==> config.mk <==
export PLATFORM = sky130hd
export DESIGN_NAME = tcw_timer
export DESIGN_NICKNAME = d
export VERILOG_FILES = /design/src/hdl/tcw_pkg.sv /design/src/hdl/tcw_prescaler.sv /design/src/hdl/tcw_timer.sv
export SDC_FILE = /design/constraint.sdc
export NUM_CORES = 1
export LEC_CHECK = 0
export BUFFER_PORTS_ARGS = -buffer_cell sky130_fd_sc_hd__buf_2
export CAP_MARGIN = 20
export CORE_UTILIZATION = 59
export DETAILED_ROUTE_END_ITERATION = 8
export GPL_TIMING_DRIVEN = 0
export HOLD_SLACK_MARGIN = 0.06
export PLACE_DENSITY = 0.95
export REMOVE_ABC_BUFFERS = 1
export SYNTH_ARGS = -nofsm -noshare
export SYNTH_HDL_FRONTEND = slang
export SYNTH_HIERARCHICAL = 1
export SYNTH_SLANG_ARGS = --single-unit
==> constraint.sdc <==
create_clock -name clock -period 5.7 [get_ports clock]
set_input_delay 0.855 -clock clock [delete_from_list [all_inputs] [get_ports clock]]
set_output_delay 0.855 -clock clock [all_outputs]
set_load 0.01 [all_outputs]
==> src/hdl/tcw_pkg.sv <==
package tcw_pkg;

  // ==========================================================================
  // counter limits and reset values
  localparam logic [7:0] TCW_BOTTOM     = 8'h00;
  localparam logic [7:0] TCW_MAX        = 8'hff;
  localparam logic [7:0] TCW_CNT_RESET  = 8'h00;
  localparam logic [7:0] TCW_CMP_RESET  = 8'h00;

  // ==========================================================================
  // waveform modes
  localparam logic [2:0] TCW_WGM_NORMAL = 3'h0;
  localparam logic [2:0] TCW_WGM_PC_FF  = 3'h1;
  localparam logic [2:0] TCW_WGM_CLRM   = 3'h2;
  localparam logic [2:0] TCW_WGM_FP_FF  = 3'h3;
  localparam logic [2:0] TCW_WGM_PC_OCA = 3'h5;
  localparam logic [2:0] TCW_WGM_FP_OCA = 3'h7;

  // ==========================================================================
  // compare output actions in non-pwm modes
  localparam logic [1:0] TCW_COM_NONE   = 2'h0;
  localparam logic [1:0] TCW_COM_TOGGLE = 2'h1;
  localparam logic [1:0] TCW_COM_CLEAR  = 2'h2;
  localparam logic [1:0] TCW_COM_SET    = 2'h3;

  // ==========================================================================
  // prescaler selection
  localparam logic [2:0] TCW_CS_STOP    = 3'h0;
  localparam logic [2:0] TCW_CS_DIV1    = 3'h1;
  localparam logic [2:0] TCW_CS_DIV8    = 3'h2;
  localparam logic [2:0] TCW_CS_DIV32   = 3'h3;
  localparam logic [2:0] TCW_CS_DIV64   = 3'h4;
  localparam logic [2:0] TCW_CS_DIV128  = 3'h5;
  localparam logic [2:0] TCW_CS_DIV256  = 3'h6;
  localparam logic [2:0] TCW_CS_DIV1024 = 3'h7;
  localparam int         TCW_PRE_W      = 10;

endpackage : tcw_pkg

==> src/hdl/tcw_prescaler.sv <==
`timescale 1ns/1ps

// ============================================================================
// prescaler: free 10-bit divider, one-cycle tick per selected period
module tcw_prescaler
  import tcw_pkg::*;
(
  input  wire logic       clock,
  input  wire logic       rst_n,
  input  wire logic [2:0] clock_select,
  output logic            timer_tick
);

  logic [TCW_PRE_W-1:0] div_r;
  logic [TCW_PRE_W-1:0] div_nxt;
  logic                 tick_sel;

  assign div_nxt = div_r + 10'h001;

  // tick when the low bits of the divider are all ones
  always_comb begin
    case (clock_select)
      TCW_CS_DIV1:    tick_sel = 1'b1;
      TCW_CS_DIV8:    tick_sel = &div_r[2:0];
      TCW_CS_DIV32:   tick_sel = &div_r[4:0];
      TCW_CS_DIV64:   tick_sel = &div_r[5:0];
      TCW_CS_DIV128:  tick_sel = &div_r[6:0];
      TCW_CS_DIV256:  tick_sel = &div_r[7:0];
      TCW_CS_DIV1024: tick_sel = &div_r[9:0];
      default:        tick_sel = 1'b0;
    endcase
  end

  assign timer_tick = tick_sel;

  always_ff @(posedge clock or negedge rst_n) begin
    if (!rst_n) begin
      div_r <= 10'h000;
    end else begin
      div_r <= div_nxt;
    end
  end

endmodule : tcw_prescaler

==> src/hdl/tcw_timer.sv <==
`timescale 1ns/1ps

module tcw_timer
  import tcw_pkg::*;
(
  input  wire logic       clock,
  input  wire logic       resetn,
  input  wire logic [2:0] clock_select,
  input  wire logic [2:0] waveform_mode,
  input  wire logic [1:0] compare_output_mode_a,
  input  wire logic [1:0] compare_output_mode_b,
  input  wire logic       counter_wr,
  input  wire logic [7:0] counter_wdata,
  input  wire logic       compare_reg_a_wr,
  input  wire logic       compare_reg_b_wr,
  input  wire logic [7:0] compare_wdata,
  input  wire logic       force_compare_strobe_a,
  input  wire logic       force_compare_strobe_b,
  input  wire logic       int_enable_a,
  input  wire logic       int_enable_b,
  input  wire logic       int_enable_ovf,
  input  wire logic       flag_clr_a,
  input  wire logic       flag_clr_b,
  input  wire logic       flag_clr_ovf,
  input  wire logic       int_ack_a,
  input  wire logic       int_ack_b,
  input  wire logic       int_ack_ovf,
  input  wire logic       port_value_a,
  input  wire logic       port_value_b,
  input  wire logic       pin_direction_bit_a,
  input  wire logic       pin_direction_bit_b,
  output logic [7:0]      counter_value,
  output logic [7:0]      compare_reg_a,
  output logic [7:0]      compare_reg_b,
  output logic            compare_flag_a,
  output logic            compare_flag_b,
  output logic            overflow_flag,
  output logic            irq_compare_a,
  output logic            irq_compare_b,
  output logic            irq_overflow,
  output logic            compare_output_a,
  output logic            compare_output_b,
  output logic            pin_out_a,
  output logic            pin_out_b,
  output logic            pin_oe_n_a,
  output logic            pin_oe_n_b
);

  // ==========================================================================
  // reset release
  logic rst_meta_r;
  logic rst_n;

  always_ff @(posedge clock or negedge resetn) begin
    if (!resetn) begin
      rst_meta_r <= 1'b0;
      rst_n      <= 1'b0;
    end else begin
      rst_meta_r <= 1'b1;
      rst_n      <= rst_meta_r;
    end
  end

  // ==========================================================================
  // timer tick
  logic timer_tick;

  tcw_prescaler u_pre (
    .clock        (clock),
    .rst_n        (rst_n),
    .clock_select (clock_select),
    .timer_tick   (timer_tick)
  );

  // ==========================================================================
  // mode decode
  typedef enum logic [3:0] {
    TCW_ST_NORMAL = 4'b0001,
    TCW_ST_CLRM   = 4'b0010,
    TCW_ST_FAST   = 4'b0100,
    TCW_ST_PHASE  = 4'b1000
  } tcw_mode_t;

  tcw_mode_t mode;

  always_comb begin
    case (waveform_mode)
      TCW_WGM_NORMAL: mode = TCW_ST_NORMAL;
      TCW_WGM_CLRM:   mode = TCW_ST_CLRM;
      TCW_WGM_FP_FF:  mode = TCW_ST_FAST;
      TCW_WGM_FP_OCA: mode = TCW_ST_FAST;
      TCW_WGM_PC_FF:  mode = TCW_ST_PHASE;
      TCW_WGM_PC_OCA: mode = TCW_ST_PHASE;
      default:        mode = TCW_ST_NORMAL;
    endcase
  end

  // pwm modes count up to top (max, or ocra in the oca modes) and restart at bottom, never down; they also buffer the compare values
  wire is_pwm    = (mode == TCW_ST_FAST) || (mode == TCW_ST_PHASE);
  wire is_clrm   = (mode == TCW_ST_CLRM);
  wire oca_top   = (waveform_mode == TCW_WGM_FP_OCA) || (waveform_mode == TCW_WGM_PC_OCA);

  // ==========================================================================
  // registers
  logic [7:0] cnt_r;
  logic [7:0] cnt_nxt;
  logic [7:0] ocra_r;
  logic [7:0] ocrb_r;
  logic [7:0] bufa_r;
  logic [7:0] bufb_r;
  logic       block_r;
  logic       flag_a_r;
  logic       flag_b_r;
  logic       flag_ovf_r;
  logic       oc_a_r;
  logic       oc_b_r;
  logic       oc_a_nxt;
  logic       oc_b_nxt;

  // ==========================================================================
  // comparator
  wire match_a_raw = (cnt_r == ocra_r);
  wire match_b_raw = (cnt_r == ocrb_r);

  // a counter write masks matches until a tick has passed
  wire match_a = match_a_raw && !block_r;
  wire match_b = match_b_raw && !block_r;

  wire match_a_tick = timer_tick && match_a;
  wire match_b_tick = timer_tick && match_b;

  // ==========================================================================
  // counter
  wire top_clear = is_clrm && match_a;
  wire at_max    = (cnt_r == TCW_MAX);
  wire top_hit   = oca_top ? (cnt_r == ocra_r) : at_max;

  always_comb begin
    cnt_nxt = cnt_r;
    if (counter_wr) begin
      cnt_nxt = counter_wdata;
    end else if (timer_tick) begin
      if (top_clear) begin
        cnt_nxt = TCW_BOTTOM;
      end else if (is_pwm && top_hit) begin
        cnt_nxt = TCW_BOTTOM;
      end else begin
        cnt_nxt = cnt_r + 8'h01;
      end
    end
  end

  // overflow on any tick that takes the count from max to zero; a clear-on-match
  // clear below max is not an overflow, one at a top of max is
  wire ovf_event = timer_tick && !counter_wr && at_max;

  // ==========================================================================
  // double buffer: update actives at bottom in pwm modes
  wire at_bottom_tick = timer_tick && (cnt_nxt == TCW_BOTTOM) && !counter_wr;
  wire load_active    = is_pwm && at_bottom_tick;

  // ==========================================================================
  // compare output action, non-pwm table
  function automatic logic tcw_action(input logic [1:0] com, input logic cur);
    case (com)
      TCW_COM_TOGGLE: tcw_action = ~cur;
      TCW_COM_CLEAR:  tcw_action = 1'b0;
      TCW_COM_SET:    tcw_action = 1'b1;
      default:        tcw_action = cur;
    endcase
  endfunction : tcw_action

  wire force_a = force_compare_strobe_a && !is_pwm;
  wire force_b = force_compare_strobe_b && !is_pwm;

  // pwm waveform shaping is not built here; output state just holds there
  always_comb begin
    oc_a_nxt = oc_a_r;
    oc_b_nxt = oc_b_r;
    if (force_a || (match_a_tick && !is_pwm)) begin
      oc_a_nxt = tcw_action(compare_output_mode_a, oc_a_r);
    end
    if (force_b || (match_b_tick && !is_pwm)) begin
      oc_b_nxt = tcw_action(compare_output_mode_b, oc_b_r);
    end
  end

  // ==========================================================================
  // clocked state
  always_ff @(posedge clock or negedge rst_n) begin
    if (!rst_n) begin
      cnt_r <= TCW_CNT_RESET;
    end else begin
      cnt_r <= cnt_nxt;
    end
  end

  // block lasts from the write until the next tick has gone by
  always_ff @(posedge clock or negedge rst_n) begin
    if (!rst_n) begin
      block_r <= 1'b0;
    end else if (counter_wr) begin
      block_r <= 1'b1;
    end else if (timer_tick) begin
      block_r <= 1'b0;
    end
  end

  always_ff @(posedge clock or negedge rst_n) begin
    if (!rst_n) begin
      bufa_r <= TCW_CMP_RESET;
      bufb_r <= TCW_CMP_RESET;
    end else begin
      if (compare_reg_a_wr) begin
        bufa_r <= compare_wdata;
      end
      if (compare_reg_b_wr) begin
        bufb_r <= compare_wdata;
      end
    end
  end

  // unbuffered modes write straight through, so a new top acts at once
  wire wr_active_a = compare_reg_a_wr && !is_pwm;
  wire wr_active_b = compare_reg_b_wr && !is_pwm;

  always_ff @(posedge clock or negedge rst_n) begin
    if (!rst_n) begin
      ocra_r <= TCW_CMP_RESET;
      ocrb_r <= TCW_CMP_RESET;
    end else begin
      if (wr_active_a) begin
        ocra_r <= compare_wdata;
      end else if (load_active) begin
        ocra_r <= bufa_r;
      end
      if (wr_active_b) begin
        ocrb_r <= compare_wdata;
      end else if (load_active) begin
        ocrb_r <= bufb_r;
      end
    end
  end

  // set wins over a clear arriving in the same cycle
  wire flag_a_nxt   = match_a_tick | (flag_a_r & ~(flag_clr_a | int_ack_a));
  wire flag_b_nxt   = match_b_tick | (flag_b_r & ~(flag_clr_b | int_ack_b));
  wire flag_ovf_nxt = ovf_event | (flag_ovf_r & ~(flag_clr_ovf | int_ack_ovf));

  always_ff @(posedge clock or negedge rst_n) begin
    if (!rst_n) begin
      flag_a_r   <= 1'b0;
      flag_b_r   <= 1'b0;
      flag_ovf_r <= 1'b0;
    end else begin
      flag_a_r   <= flag_a_nxt;
      flag_b_r   <= flag_b_nxt;
      flag_ovf_r <= flag_ovf_nxt;
    end
  end

  always_ff @(posedge clock or negedge rst_n) begin
    if (!rst_n) begin
      oc_a_r <= 1'b0;
      oc_b_r <= 1'b0;
    end else begin
      oc_a_r <= oc_a_nxt;
      oc_b_r <= oc_b_nxt;
    end
  end

  // ==========================================================================
  // registered outputs and pin stage
  wire ovr_a = |compare_output_mode_a;
  wire ovr_b = |compare_output_mode_b;

  wire [7:0] cmp_rd_a    = is_pwm ? bufa_r : ocra_r;
  wire [7:0] cmp_rd_b    = is_pwm ? bufb_r : ocrb_r;
  wire       irq_a_nxt   = flag_a_r & int_enable_a;
  wire       irq_b_nxt   = flag_b_r & int_enable_b;
  wire       irq_ovf_nxt = flag_ovf_r & int_enable_ovf;
  // the port value keeps the pin whenever the output mode is zero
  wire       pin_a_nxt   = ovr_a ? oc_a_r : port_value_a;
  wire       pin_b_nxt   = ovr_b ? oc_b_r : port_value_b;

  always_ff @(posedge clock or negedge rst_n) begin
    if (!rst_n) begin
      counter_value    <= TCW_CNT_RESET;
      compare_reg_a    <= TCW_CMP_RESET;
      compare_reg_b    <= TCW_CMP_RESET;
      compare_flag_a   <= 1'b0;
      compare_flag_b   <= 1'b0;
      overflow_flag    <= 1'b0;
      irq_compare_a    <= 1'b0;
      irq_compare_b    <= 1'b0;
      irq_overflow     <= 1'b0;
      compare_output_a <= 1'b0;
      compare_output_b <= 1'b0;
      pin_out_a        <= 1'b0;
      pin_out_b        <= 1'b0;
      pin_oe_n_a       <= 1'b1;
      pin_oe_n_b       <= 1'b1;
    end else begin
      counter_value    <= cnt_r;
      compare_reg_a    <= cmp_rd_a;
      compare_reg_b    <= cmp_rd_b;
      compare_flag_a   <= flag_a_r;
      compare_flag_b   <= flag_b_r;
      overflow_flag    <= flag_ovf_r;
      irq_compare_a    <= irq_a_nxt;
      irq_compare_b    <= irq_b_nxt;
      irq_overflow     <= irq_ovf_nxt;
      compare_output_a <= oc_a_r;
      compare_output_b <= oc_b_r;
      pin_out_a        <= pin_a_nxt;
      pin_out_b        <= pin_b_nxt;
      pin_oe_n_a       <= ~pin_direction_bit_a;
      pin_oe_n_b       <= ~pin_direction_bit_b;
    end
  end

endmodule : tcw_timer

Yosys cells after proc, flatten, opt, wreduce, memory -nomap -nowiden:

Index checks and enable logic that the tools add are counted.

* $add $sub $neg: 2
* muxes and demuxes: 19
* reduce and logical (&&, ||, !) cells: 42
* equal/unequal tests: 24
* bitwise operators: 19

Operator list (number)
* $mux W8: 10
* $eq A3 B3 Y1 const B: 6
* $logic_and A1 B1 Y1: 17
* $eq A8 B8 Y1: 2
* $eq A3 B2 Y1 const B: 4
* $pmux W4 S3: 1
* $add A10 B1 Y10 const B: 1
* $reduce_and A10 Y1: 1
* $add A8 B1 Y8 const B: 1
* $eq A2 B2 Y1 const B: 4
* $eq A8 B8 Y1 const B: 1
* $logic_not A8 Y1: 1
* $reduce_and A8 Y1: 1
* $reduce_or A2 Y1: 4
* $not A1 Y1: 7
* $pmux W1 S7: 1
* $reduce_and A7 Y1: 1
* $and A1 B1 Y1: 6
* $eq A3 B1 Y1 const B: 2
* $or A1 B1 Y1: 6
* $pmux W1 S3: 2
* $reduce_and A6 Y1: 1
* $reduce_bool A2 Y1: 3
* $reduce_bool A3 Y1: 2
* 10 further kinds: 21

* word-level logic and storage cells: 135
* output and inout bits: 36
* register bits after elaboration: 94

Longest topological paths before layout:

Gate-level depths: netlist of the first run.

* depth in word-level cells: 16
* gate-level depth with buffers: 14

Cells and area by module:

The synthesis of the first run kept the hierarchy.

Modules (own cells, without submodules)
* tcw_timer: seq. area each 2104.5 µm², cells each 317, area each 3699.8 µm², times used 1
* tcw_prescaler: seq. area each 250.2 µm², cells each 41, area each 471.7 µm², times used 1

Worst setup path before layout of the first run:

OpenSTA, ideal clock, no wires.

* kind: in2reg
* start: input port clock_select[0]
* end: register ocra_r[0]
* slack: 3.116 ns
* buffers on the path: 1
* stages on the path: 10
* arrival time: 2.502 ns
* path through: nor2b_1 o32ai_1 o2bb2ai_1 inv_1 nor2_1 o31a_1 o211a_1 buf_6 o21ai_1 a31oi_1

* word-level cells in the longest chain between the ends: 9
* elaborated cells on any way between the ends: 15

Ends and longest elaborated chain
* start, declared: line tcw_timer.sv:8 `input wire logic [2:0] clock_select,`
* $eq A3 B3 Y1, or another cell as far along: line tcw_prescaler.sv:22 `case (clock_select)`
* $pmux W1 S7 *: line tcw_prescaler.sv:22
* via timer_tick: line tcw_timer.sv:66 `logic timer_tick;`
* $mux W8: line tcw_timer.sv:142 `end else if (timer_tick) begin`
* $mux W8: line tcw_timer.sv:140 `if (counter_wr) begin`
* $logic_not A8 Y1: line tcw_timer.sv:159 `wire at_bottom_tick = timer_tick && (cnt_nxt == TCW_BOTTOM) && !counter_wr;`
* $logic_and A1 B1 Y1 * (2 in a row): line tcw_timer.sv:159
* $logic_and A1 B1 Y1 *: line tcw_timer.sv:160 `wire load_active = is_pwm && at_bottom_tick;`
* $reduce_bool A2 Y1 (no line) *
* end signal, assigned: line tcw_timer.sv:233 `ocra_r <= compare_wdata;`
* end signal, assigned: line tcw_timer.sv:235 `ocra_r <= bufa_r;`
* end, declared: line tcw_timer.sv:107 `logic [7:0] ocra_r;`

The timed path passes the listed nets; every way through them passes the cells marked *.
A chain may end at the register's enable or synchronous reset.

Worst setup path in the final report of the first run:

* start: register u_pre.div_r[0]
* end: register ocra_r[4]

* word-level cells in the longest chain between the ends: 9
* elaborated cells on any way between the ends: 14

Ends and longest elaborated chain
* start, declared: line tcw_prescaler.sv:14 `logic [TCW_PRE_W-1:0] div_r;`
* start signal, assigned: line tcw_prescaler.sv:40 `div_r <= div_nxt;`
* $reduce_and A10 Y1, or another cell as far along: line tcw_prescaler.sv:29 `TCW_CS_DIV1024: tick_sel = &div_r[9:0];`
* $pmux W1 S7 *: line tcw_prescaler.sv:22
* via timer_tick: line tcw_timer.sv:66
* $mux W8: line tcw_timer.sv:142
* $mux W8: line tcw_timer.sv:140
* $logic_not A8 Y1: line tcw_timer.sv:159
* $logic_and A1 B1 Y1 * (2 in a row): line tcw_timer.sv:159
* $logic_and A1 B1 Y1 *: line tcw_timer.sv:160
* $reduce_bool A2 Y1 (no line) *

Marked as above.

==> results_dict.tcl, run 1 <==
set metrics [dict create \
    power_leakage_nw 2.16 \
    worstSetupStartpointType "flop" \
    p_sw_uw 391 \
    power_density_nw_per_um2 293 \
    tightest_slew_ns 0.592 \
    clk_latency_ns 0.35 \
    firstDrtPassIters 5 \
    cp_max_fo 16 \
    worstSetupEndpointType "flop" \
    power_mw 1.40 \
    relSlewSlack 0.604 \
    viasPerCell 5.85 \
    cts-resized-gates 0 \
    boundaryPins 82 \
    dp_cells 517 \
    drv_slew 0 \
    yosysSeqAreaShare 0.564 \
    drt_iter0_markers 220 \
    period_minus_slack_ns 3.36 \
    syn_inst 358 \
    drc 0 \
    cts_setup_buffers 0 \
    grt_pass1_wl_um 14300 \
    async_reset_ff_frac 1.00 \
    tritoncts.num_buffers 9 \
    place_congestion 0.842 \
    avgSynthCellArea_um2 11.7 \
    grt_max_degree 75 \
    finClkSkew_ns 0.0102 \
    required_ns 5.95 \
    seqPwrFrac 0.567 \
    yosysWarnings 6 \
    fin_util 0.705 \
    cts_hold_buffers 0 \
    start_util 0.614 \
    path_clk_slew_ns 0.09 \
    die_w_um 86.1 \
    synth_area_leaders "dfrtp_1 55%, mux2_2 8.9%, xnor2_1 4.0%" \
    ir_worst_vdd_mv 0.223 \
    final_cells 534 \
    synth_top_area_cell "dfrtp_1" \
    final_nets 483 \
    path_class "flop to flop" \
    cap_violations 0 \
    clock_path_buffers 2 \
    arrival_ns 3.61 \
    area_growth_pct 14.8 \
    rsz0062_at_grt "no" \
    portBuffers 81 \
    fmax_mhz 298 \
    rows 30 \
    power_frac_comb 0.155 \
    hold_class "flop to async pin" \
    antenna_found_initial 0 \
    synth_edf_count 0 \
    wl_per_cell_um 16.3 \
    syn_area_um2 4170 \
    clock_sinks 94 \
    yosysUniqueCellTypes 54 \
    htree_levels 3 \
    fp.dieArea_um2 7410 \
    cts-root-buf "clkbuf_8" \
    finalSetupViolations 0 \
    cts_tree "yes" \
    synth_top_area_frac 0.552 \
    swShare 0.279 \
    post_route_cells_drive_above_1_share 0.333 \
    fp.coreArea_um2 6790 \
    synth_ff_type "dfrtp_1" \
    n_fill_cell 476 \
    rr_worst_depth 13 \
    grt-ovfl-total 0 \
    p_int_mw 1.01 \
    fin_crit_sh 0.589 \
    vias 3126 \
    post-dp-hpwl_um 6030 \
    num_antenna_cells 0 \
    hold_violations 0 \
    power_frac_clock 0.278 \
    grt_usage 0.254 \
    setup_tns_ns 0 \
    ant_nets 0 \
    routed_wl_um 8690 \
    status "finished, final reports clean" \
    synth_seq_cells 94 \
    grt_pass1_vias 3033 \
    die_h_um 86.1 \
]
## critical path: stages, from the launching register on
cell       delay [ns]
dfrtp_1          0.40
ha_1             0.19
nand3_1          0.14
inv_1            0.09
ha_1             0.13
nand2b_1         0.10
a21oi_1          0.06
o2bb2ai_1        0.49
inv_1            0.13
nor2_1           0.23
o31a_1           0.32
o211a_1          0.55
o21ai_1          0.15
a31oi_1          0.27
## cells in the final DEF (no fill, tap or decap), types with 5 or more instances in the layout
| cell type | synthesis | final |
|---|---|---|
| o21ai_1 | 12 | 12 |
| nand2_1 | 12 | 12 |
| nor2_1 | 28 | 28 |
| nand3_1 | 23 | 23 |
| dfrtp_1 | 92 | 91 |
| inv_1 | 10 | 10 |
| and3_1 | 5 | 5 |
| o21ai_0 | 17 | 17 |
| nand4_1 | 6 | 6 |
| clkbuf_8 | 0 | 10 |
| mux2_2 | 33 | 33 |
| a31oi_1 | 17 | 17 |
| buf_2 | 2 | 81 |
| xnor2_1 | 19 | 19 |
## cells in the mapped netlist, types with 2 or more instances
library cell  number
nor4b_1            2
buf_6              4
nor3_1             2
nor3b_1            3
mux2_2            33
o21ai_1           12
and3_1             5
buf_1              2
nand3_1           23
clkbuf_1           6
nor4_1             2
nand4_1            6
dfrtp_1           92
a21oi_1            4
o21ai_0           17
ha_1               4
xnor2_1           19
nor2_1            28
xor2_1             4
a221o_1            3
o311ai_0           3
a31oi_1           17
buf_2              2
inv_1             10
a21o_1             3
nand2b_1           4
and3_2             2
and2_1             3
dfstp_2            2
buf_4              4
nand2_1           12
a22oi_1            2
o31a_1             2
## final timing paths
kind	start	to	slack, ns
worst max-delay path	u_pre/div_r[0]	ocra_r[4]	2.34
worst min-delay path	rst_n	compare_reg_a[0]	0.20
worst max register to register	u_pre/div_r[0]	ocra_r[4]	2.34
worst min register to register	rst_n	compare_reg_a[0]	0.20
max in group asynchronous	rst_n	pin_oe_n_b	4.84
min in group clock	rst_meta_r	rst_n	0.36
## stage by stage
step / setup WS (ns) / instance area, um2 / hold slack, ns
CTS: 2.40 / 4780 / 0.211
global placement: 2.07 / 4570 / 0.336
floorplan: 2.89 / 4050 / 0.331
detailed placement: 2.30 / 4610 / 0.212
finish: 2.34 / 4790 / 0.204
global route: 2.16 / 4790 / 0.230
## flip-flops by register name, indices dropped and copies added, names as in the netlist, 8 cells and up
name,cells
ocrb_r,8
bufb_r,8
cnt_r,8
compare_reg_b,8
counter_value,8
compare_reg_a,8
u_pre/div_r,10
bufa_r,8
ocra_r,8
## cell type report
cell class	instances	area [um2]	share of cell area
Multi-Input combinational cell	235	1660	0.346
Tap cell	96	120	0.0251
Sequential cell	94	2360	0.493
Timing Repair Buffer	83	440	0.0920
Clock buffer	10	138	0.0287
Clock inverter	6	37.5	0.00784
Inverter	10	37.5	0.00784
## metal layers
layer / vias to the layer above / global-route usage / part of all wire
li1: 1431 / - / -
met1: 1531 / 0.332 / 0.42
met2: 142 / 0.413 / 0.50
met3: 22 / 0.0472 / 0.064
met4: 0 / 0.120 / 0.019
met5: - / 0 / 0
## cell families (layout without fill, tap and decap cells)
family          count (synthesis)  count (layout)  synth area share
buf+inv                        29             109            0.0384
compound gates                 72              72             0.118
xor+xnor                       23              23            0.0483
fa+ha+maj                       4               4            0.0120
other cells                     1               1          0.000899
mux                            33              33            0.0891
flops                          94              94             0.564
simple gates                  102             102             0.129
## power groups by stage
stage               logic, mW  registers, mW  clock network, mW
floorplan               0.112          0.815                  0
global placement        0.193          0.813                  0
detailed placement      0.215          0.808                  0
CTS                     0.218          0.795              0.397
global route            0.237          0.806              0.423
finish                  0.217          0.796              0.390
(Power assumes the default switching activity.)
==> run 2, diff against run 1 <==
ABC_AREA = 1   (was default)
CORE_UTILIZATION = 50   (was 59)
PLACE_DENSITY = 0.86   (was 0.95)
clock period = 2.8 ns   (was 5.7 ns; I/O delays follow)
==> run 2 against run 1 <==
Area after synthesis is 3.3% higher. Clock power grew to 2.6 times the previous value. Utilization is 8.3 points lower. Clock-buffer cell count is 1 higher. Synthesized cell count is 41% higher. Via count is 17% higher. Register-to-register slack worse by 2.2 ns. Die area is 21% higher. Wire length is 11% higher.
==> results_dict.tcl, run 2 <==
set metrics [dict create \
    area_growth_pct 19.3 \
    fin_crit_sh 0.941 \
    setup_tns_ns 0 \
    clock_path_buffers 2 \
    ant_nets 0 \
    post_route_cells_drive_above_1_share 0.236 \
    place_congestion 0.812 \
    synth_seq_cells 94 \
    antenna_found_initial 0 \
    hold_ws_ns 0.150 \
    min-delay-start "pin_direction_bit_a" \
    drt_iter0_markers 247 \
    cp_max_fo 9 \
    rr_worst_depth 23 \
    hold_violations 0 \
    firstDrtPassIters 5 \
    clk_latency_ns 0.37 \
    syn_inst 505 \
    fp.dieArea_um2 8990 \
    cp_cell_sequence "ha_2, nand3_2, inv_1, ha_1, nor2_1, nand2_1, nand3b_1, nand3_2, nand2_2, inv_4, nand2_1, nor2_1, nand2_1, inv_1, nand2_1, nand2_1, nor2_1, nand2_1, nor2_4, buf_12, nand2_4, nand3_1, nand2_1" \
    grt-ovfl-total 0 \
    grt_max_degree 61 \
    seqPwrFrac 0.521 \
    p_int_mw 2.21 \
    fmax_mhz 380 \
    final_cell_mix "149 x nand2_1, 91 x dfrtp_1, 81 x buf_2, 60 x inv_1, 54 x o21ai_0" \
    cts_tree "yes" \
    regMostFlops "u_pre/div_r" \
    yosysMostFrequentCell "nand2_1" \
    num_antenna_cells 0 \
    yosysSeqAreaShare 0.547 \
    n_fill_cell 683 \
    drc 0 \
    synth_edf_count 0 \
    portBuffers 81 \
    hold_end "pin_oe_n_a" \
    final_nets 639 \
    worstSetupEndpointType "flop" \
    p_sw_uw 868 \
    htree_levels 3 \
    worstSetupStartpointType "flop" \
    boundaryPins 82 \
    drv_slew 0 \
    r2r_setup_slack_ns 0.17 \
    tritoncts.num_buffers 9 \
    die_w_um 94.8 \
    power_frac_clock 0.327 \
    grt_pass1_vias 3407 \
    hold_class "primary input to flop" \
    viasPerCell 5.24 \
    cap_violations 0 \
    routed_wl_um 9660 \
    post-dp-hpwl_um 6590 \
    async_reset_ff_frac 1.00 \
    power_frac_comb 0.152 \
    status "finished, final reports clean" \
    yosysUniqueCellTypes 30 \
    finalSetupViolations 0 \
    synth_area_leaders "dfrtp_1 53%, nand2_1 13%, o21ai_0 6.3%" \
    path_clk_slew_ns 0.10 \
    synth_ff_type "dfrtp_1" \
    synth_top_area_cell "dfrtp_1" \
    fp.coreArea_um2 8260 \
    cp_common_cell "nand2_1" \
    finClkSkew_ns 0.0120 \
    slowest_stage "dfrtp_1" \
    yosysWarnings 6 \
    grt_pass1_wl_um 15900 \
    rr_endpoint "ocra_r[6]" \
    vias 3665 \
    largest_reg_flops 10 \
    tightest_slew_ns 0.743 \
    design_area_um2 5140 \
    crit_buf_inv 4 \
    cts-root-buf "clkbuf_8" \
    power_leakage_nw 2.77 \
    slowest_delay_ns 0.39 \
    multi_input_area_um2 1670 \
    clock_sinks 94 \
    avgSynthCellArea_um2 8.53 \
    power_density_nw_per_um2 598 \
    r2r_start "u_pre/div_r[0]" \
    period_minus_slack_ns 2.63 \
    swShare 0.282 \
    synth_top_area_frac 0.534 \
    arrival_ns 2.89 \
    path_delay_family "simple AND/OR/NAND/NOR gates" \
    ir_worst_vdd_mv 0.399 \
    die_h_um 94.8 \
    wl_per_cell_um 13.8 \
    hold_depth 2 \
    rsz0062_at_grt "yes" \
    grt_usage 0.231 \
    relSlewSlack 0.503 \
    synth_commonest_cells "152 x nand2_1, 92 x dfrtp_1, 60 x inv_1, 54 x o21ai_0, 27 x nor2_1" \
    start_util 0.522 \
    mostFrequentLayoutCell "nand2_1" \
    path_class "flop to flop" \
    rows 33 \
    required_ns 3.05 \
    syn_area_um2 4310 \
    seq_area_um2 2360 \
    dpl_cell_area_um2 4770 \
]
-- run 2: changes by cell type in the layout (fill, tap and decap cells not counted), moves of 8 or more --
cell | previous run | this run
a31oi_1 | 17 | 0
inv_1 | 10 | 60
mux2_2 | 33 | 0
nand2_1 | 12 | 149
o21ai_0 | 17 | 54
o21ai_1 | 12 | 0
o22ai_1 | 0 | 8
xnor2_1 | 19 | 7
-- run 2: worst reg2reg max path: cells and delay by family (launching register included) --
family                     cells  cell delay, ns
and+or+nand+nor               17            1.48
DFF                            1            0.39
adders and majority gates      2            0.37
buffers and inverters          4            0.28
-- run 2: worst max path at each step --
stage	startpoint	endpoint	slack, ns	depth (start not counted)
6_report	u_pre/div_r[0]	ocra_r[6]	0.17	23
5_1_grt	u_pre/div_r[0]	ocra_r[3]	-0.004	23
4_1_cts	u_pre/div_r[0]	ocrb_r[2]	0.008	23
3_5_place_dp	u_pre/div_r[0]	ocra_r[7]	-0.18	18
3_3_place_gp	rst_n	counter_value[0]	-0.88	0
2_1_floorplan	rst_n	block_r	-0.009	0
-- run 2: cells by family (layout without fill, tap and decap cells) --
group           after synthesis  in the layout  share of synthesized area
compound gates               77             77                     0.0964
xor+xnor                     13             13                     0.0282
fa+ha+maj                     4              4                     0.0116
buf+inv                      85            172                     0.0822
flops                        94             94                      0.547
other cells                   1              1                   0.000870
simple gates                231            233                      0.234
-- run 2: power by group through the flow --
stage	Combinational, mW	Clock, mW	Sequential, mW
5_1_grt	0.532	1.08	1.62
2_1_floorplan	0.246	0	1.63
4_1_cts	0.465	1.01	1.60
3_5_place_dp	0.452	0	1.62
3_3_place_gp	0.416	0	1.63
6_report	0.468	1.01	1.60
-- run 2: repair_timing --
item / CTS / global route
pin swaps: 3 / 5
endpoints found under the setup margin: 16 / 16
endpoints found under the hold margin: 2 / 0
buffers inserted: 2 / 4
gates cloned: 2 / 0
gates resized for setup: 8 / 6
hold buffers: 1 / 0
-- run 2: cell type report --
type / count / share of cell area
Clock buffer: 11 / 0.0275
Timing Repair Buffer: 89 / 0.0974
Inverter: 67 / 0.0494
Tap cell: 105 / 0.0256
Multi-Input combinational cell: 328 / 0.325
Sequential cell: 94 / 0.459
Clock inverter: 5 / 0.0158
-- run 2: routing by layer --
layer	global-route usage	share of wire	vias up
met4	0.104	0.018	0
met1	0.297	0.43	1753
met3	0.0451	0.070	14
met5	0	0	-
met2	0.378	0.48	141
li1	-	-	1757
-- run 2: per-stage QoR --
stage | setup WS (ns) | std cells | util | total power [mW]
finish | 0.166 | 699 | 0.622 | 3.07
global route | -0.00415 | 699 | 0.622 | 3.23
CTS | 0.00833 | 695 | 0.614 | 3.08
detailed placement | -0.176 | 674 | 0.578 | 2.08
global placement | -0.877 | 673 | 0.574 | 2.05
floorplan | -0.00871 | 487 | - | 1.88
==> run 3, diff against run 2 <==
CORE_ASPECT_RATIO = 0.75   (was default)
==> run 3 against run 2 <==
First-iteration DRC count increased by 5.3%. Register-to-register slack got worse by 0.03 ns. Final area increased by 2.6%. Global-route usage increased by 0.93 points. Worst setup slack got worse by 0.032 ns. Sequential share of layout area decreased by 1.1 points. Non-clock buffer count unchanged. Clock skew decreased by 0.00066 ns. Via count increased by 0.60%. Die area about the same. Clock-buffer cell count unchanged. Clock power increased by 32%. Largest power group unchanged. Highest routed layer unchanged.
==> results_dict.tcl, run 3 (same netlist as run 2, synthesis figures left out) <==
set metrics [dict create \
    start_util 0.530 \
    cts-root-buf "clkbuf_16" \
    regMostFlops "u_pre/div_r" \
    power_mw 3.41 \
    portBuffers 81 \
    power_density_nw_per_um2 648 \
    worstSetupStartpointType "flop" \
    slowest_delay_ns 0.39 \
    required_ns 3.07 \
    power_leakage_nw 2.82 \
    wl_per_cell_um 14.3 \
    period_minus_slack_ns 2.67 \
    drt_iter0_markers 260 \
    antenna_found_initial 0 \
    relSlewSlack 0.550 \
    rsz0062_at_grt "yes" \
    clock_sinks 94 \
    path_class "flop to flop" \
    grt_max_degree 60 \
    tightest_slew_ns 0.674 \
    fp.dieArea_um2 8990 \
    rows 28 \
    cap_violations 0 \
    cts_tree "yes" \
    hold_violations 0 \
    drc 0 \
    post-dp-hpwl_um 6820 \
    final_cell_mix "140 x nand2_1, 91 x dfrtp_1, 81 x buf_2, 60 x inv_1, 53 x o21ai_0" \
    slowest_stage "dfrtp_1" \
    finClkSkew_ns 0.0113 \
    num_antenna_cells 0 \
    clk_latency_ns 0.34 \
    grt-ovfl-total 0 \
    dp_cells 674 \
    drv_slew 0 \
    dpl_cell_area_um2 4770 \
    cp_cell_sequence "ha_2, nand3_2, inv_1, ha_1, nor2_1, nand2_1, nand3b_1, nand3_2, nand2_2, inv_4, nand2_1, nor2_1, nand2_1, inv_1, nand2_1, nand2_2, nor2_4, nand2_2, nor2_4, nand2_4, nand2_8, nand2_1, nand2_1" \
    ant_nets 0 \
    ir_worst_vdd_mv 0.378 \
    cp_common_cell "nand2_1" \
    mostFrequentLayoutCell "nand2_1" \
    area_growth_pct 22.3 \
    cp_max_fo 9 \
    design_area_um2 5270 \
    fp.coreArea_um2 8130 \
    arrival_ns 2.94 \
    post_route_cells_drive_above_1_share 0.256 \
    fmax_mhz 375 \
    grt_usage 0.240 \
    path_clk_slew_ns 0.06 \
    vias 3687 \
    finalSetupViolations 0 \
    boundaryPins 82 \
    grt_pass1_wl_um 16200 \
    final_cells 699 \
    tritoncts.num_buffers 9 \
    die_w_um 109 \
    path_delay_family "simple AND/OR/NAND/NOR gates" \
    viasPerCell 5.27 \
    htree_levels 3 \
    crit_buf_inv 3 \
    routed_wl_um 10000 \
    die_h_um 82.4 \
    place_congestion 0.841 \
    hold_class "primary input to flop" \
    clock_path_buffers 2 \
    firstDrtPassIters 5 \
    status "finished, final reports clean" \
    fin_crit_sh 0.952 \
    fin_util 0.648 \
    final_nets 639 \
    worstSetupEndpointType "flop" \
    grt_pass1_vias 3542 \
    largest_reg_flops 10 \
]
## run 3: changes by cell type in the layout (fill, tap and decap cells not counted), sizes merged
cell	before	now
clkinv	1	2
inv	68	67
## run 3: power by group
group | switching [mW] | internal [mW] | total [mW] | leakage (nW)
clock network | 0.496 | 0.830 | 1.33 | 0.162
logic | 0.287 | 0.194 | 0.481 | 1.49
registers | 0.118 | 1.49 | 1.61 | 1.17
## run 3: per-layer routing
| layer | up-vias | global-route usage | part of all wire |
|---|---|---|---|
| met5 | - | 0 | 0 |
| met4 | 0 | 0.0867 | 0.015 |
| met3 | 14 | 0.0675 | 0.085 |
| met2 | 162 | 0.389 | 0.49 |
| met1 | 1747 | 0.312 | 0.41 |
| li1 | 1764 | - | - |
## run 3: timing repair
item	4_1_cts	5_1_grt
hold buffers	1	0
endpoints found under the hold margin	2	0
endpoints found under the setup margin	16	16
buffers inserted	1	5
resized for setup	7	20
pin swaps	3	6
cloned	2	0
## run 3: cell type report
| cell class | count | area, um2 |
|---|---|---|
| clock inverters | 5 | 81.3 |
| repair buffers | 89 | 488 |
| fillers | 668 | 2860 |
| inverters | 67 | 254 |
| clock buffers | 11 | 253 |
| well taps | 105 | 131 |
| flip-flops and latches | 94 | 2360 |
| multi-input cells | 328 | 1700 |
## run 3: final timing paths
check	from	end	slack, ns	cells after the start
worst min-delay path	pin_direction_bit_b	pin_oe_n_b	0.19	2
min in group asynchronous	rst_n	bufb_r[2]	0.28	0
worst min register to register	rst_n	bufb_r[2]	0.28	0
max in group asynchronous	rst_n	pin_oe_n_a	1.83	1
worst max register to register	u_pre/div_r[1]	ocrb_r[2]	0.13	23
worst max-delay path	u_pre/div_r[1]	ocrb_r[2]	0.13	23
## run 3: worst register-to-register path, stage by stage, from the launching register on
cell and delay [ns]:
dfrtp_1 0.39, ha_2 0.20, nand3_2 0.08, inv_1 0.04, ha_1 0.17, nor2_1 0.09, nand2_1 0.06, nand3b_1 0.10
nand3_2 0.11, nand2_2 0.11, inv_4 0.06, nand2_1 0.06, nor2_1 0.04, nand2_1 0.06, inv_1 0.04, nand2_1 0.08
nand2_2 0.08, nor2_4 0.13, nand2_2 0.07, nor2_4 0.19, nand2_4 0.16, nand2_8 0.16, nand2_1 0.07, nand2_1 0.06
## run 3: per-stage QoR
step | hold slack (ns) | worst slack (ns) | TNS [ns]
global placement | 0.205 | -0.956 | -86.36
global route | 0.177 | -0.0427 | -0.355
CTS | 0.179 | 0.0125 | 0
finish | 0.188 | 0.134 | 0
detailed placement | 0.206 | -0.118 | -1.60
floorplan | 0.124 | -0.00871 | -0.784
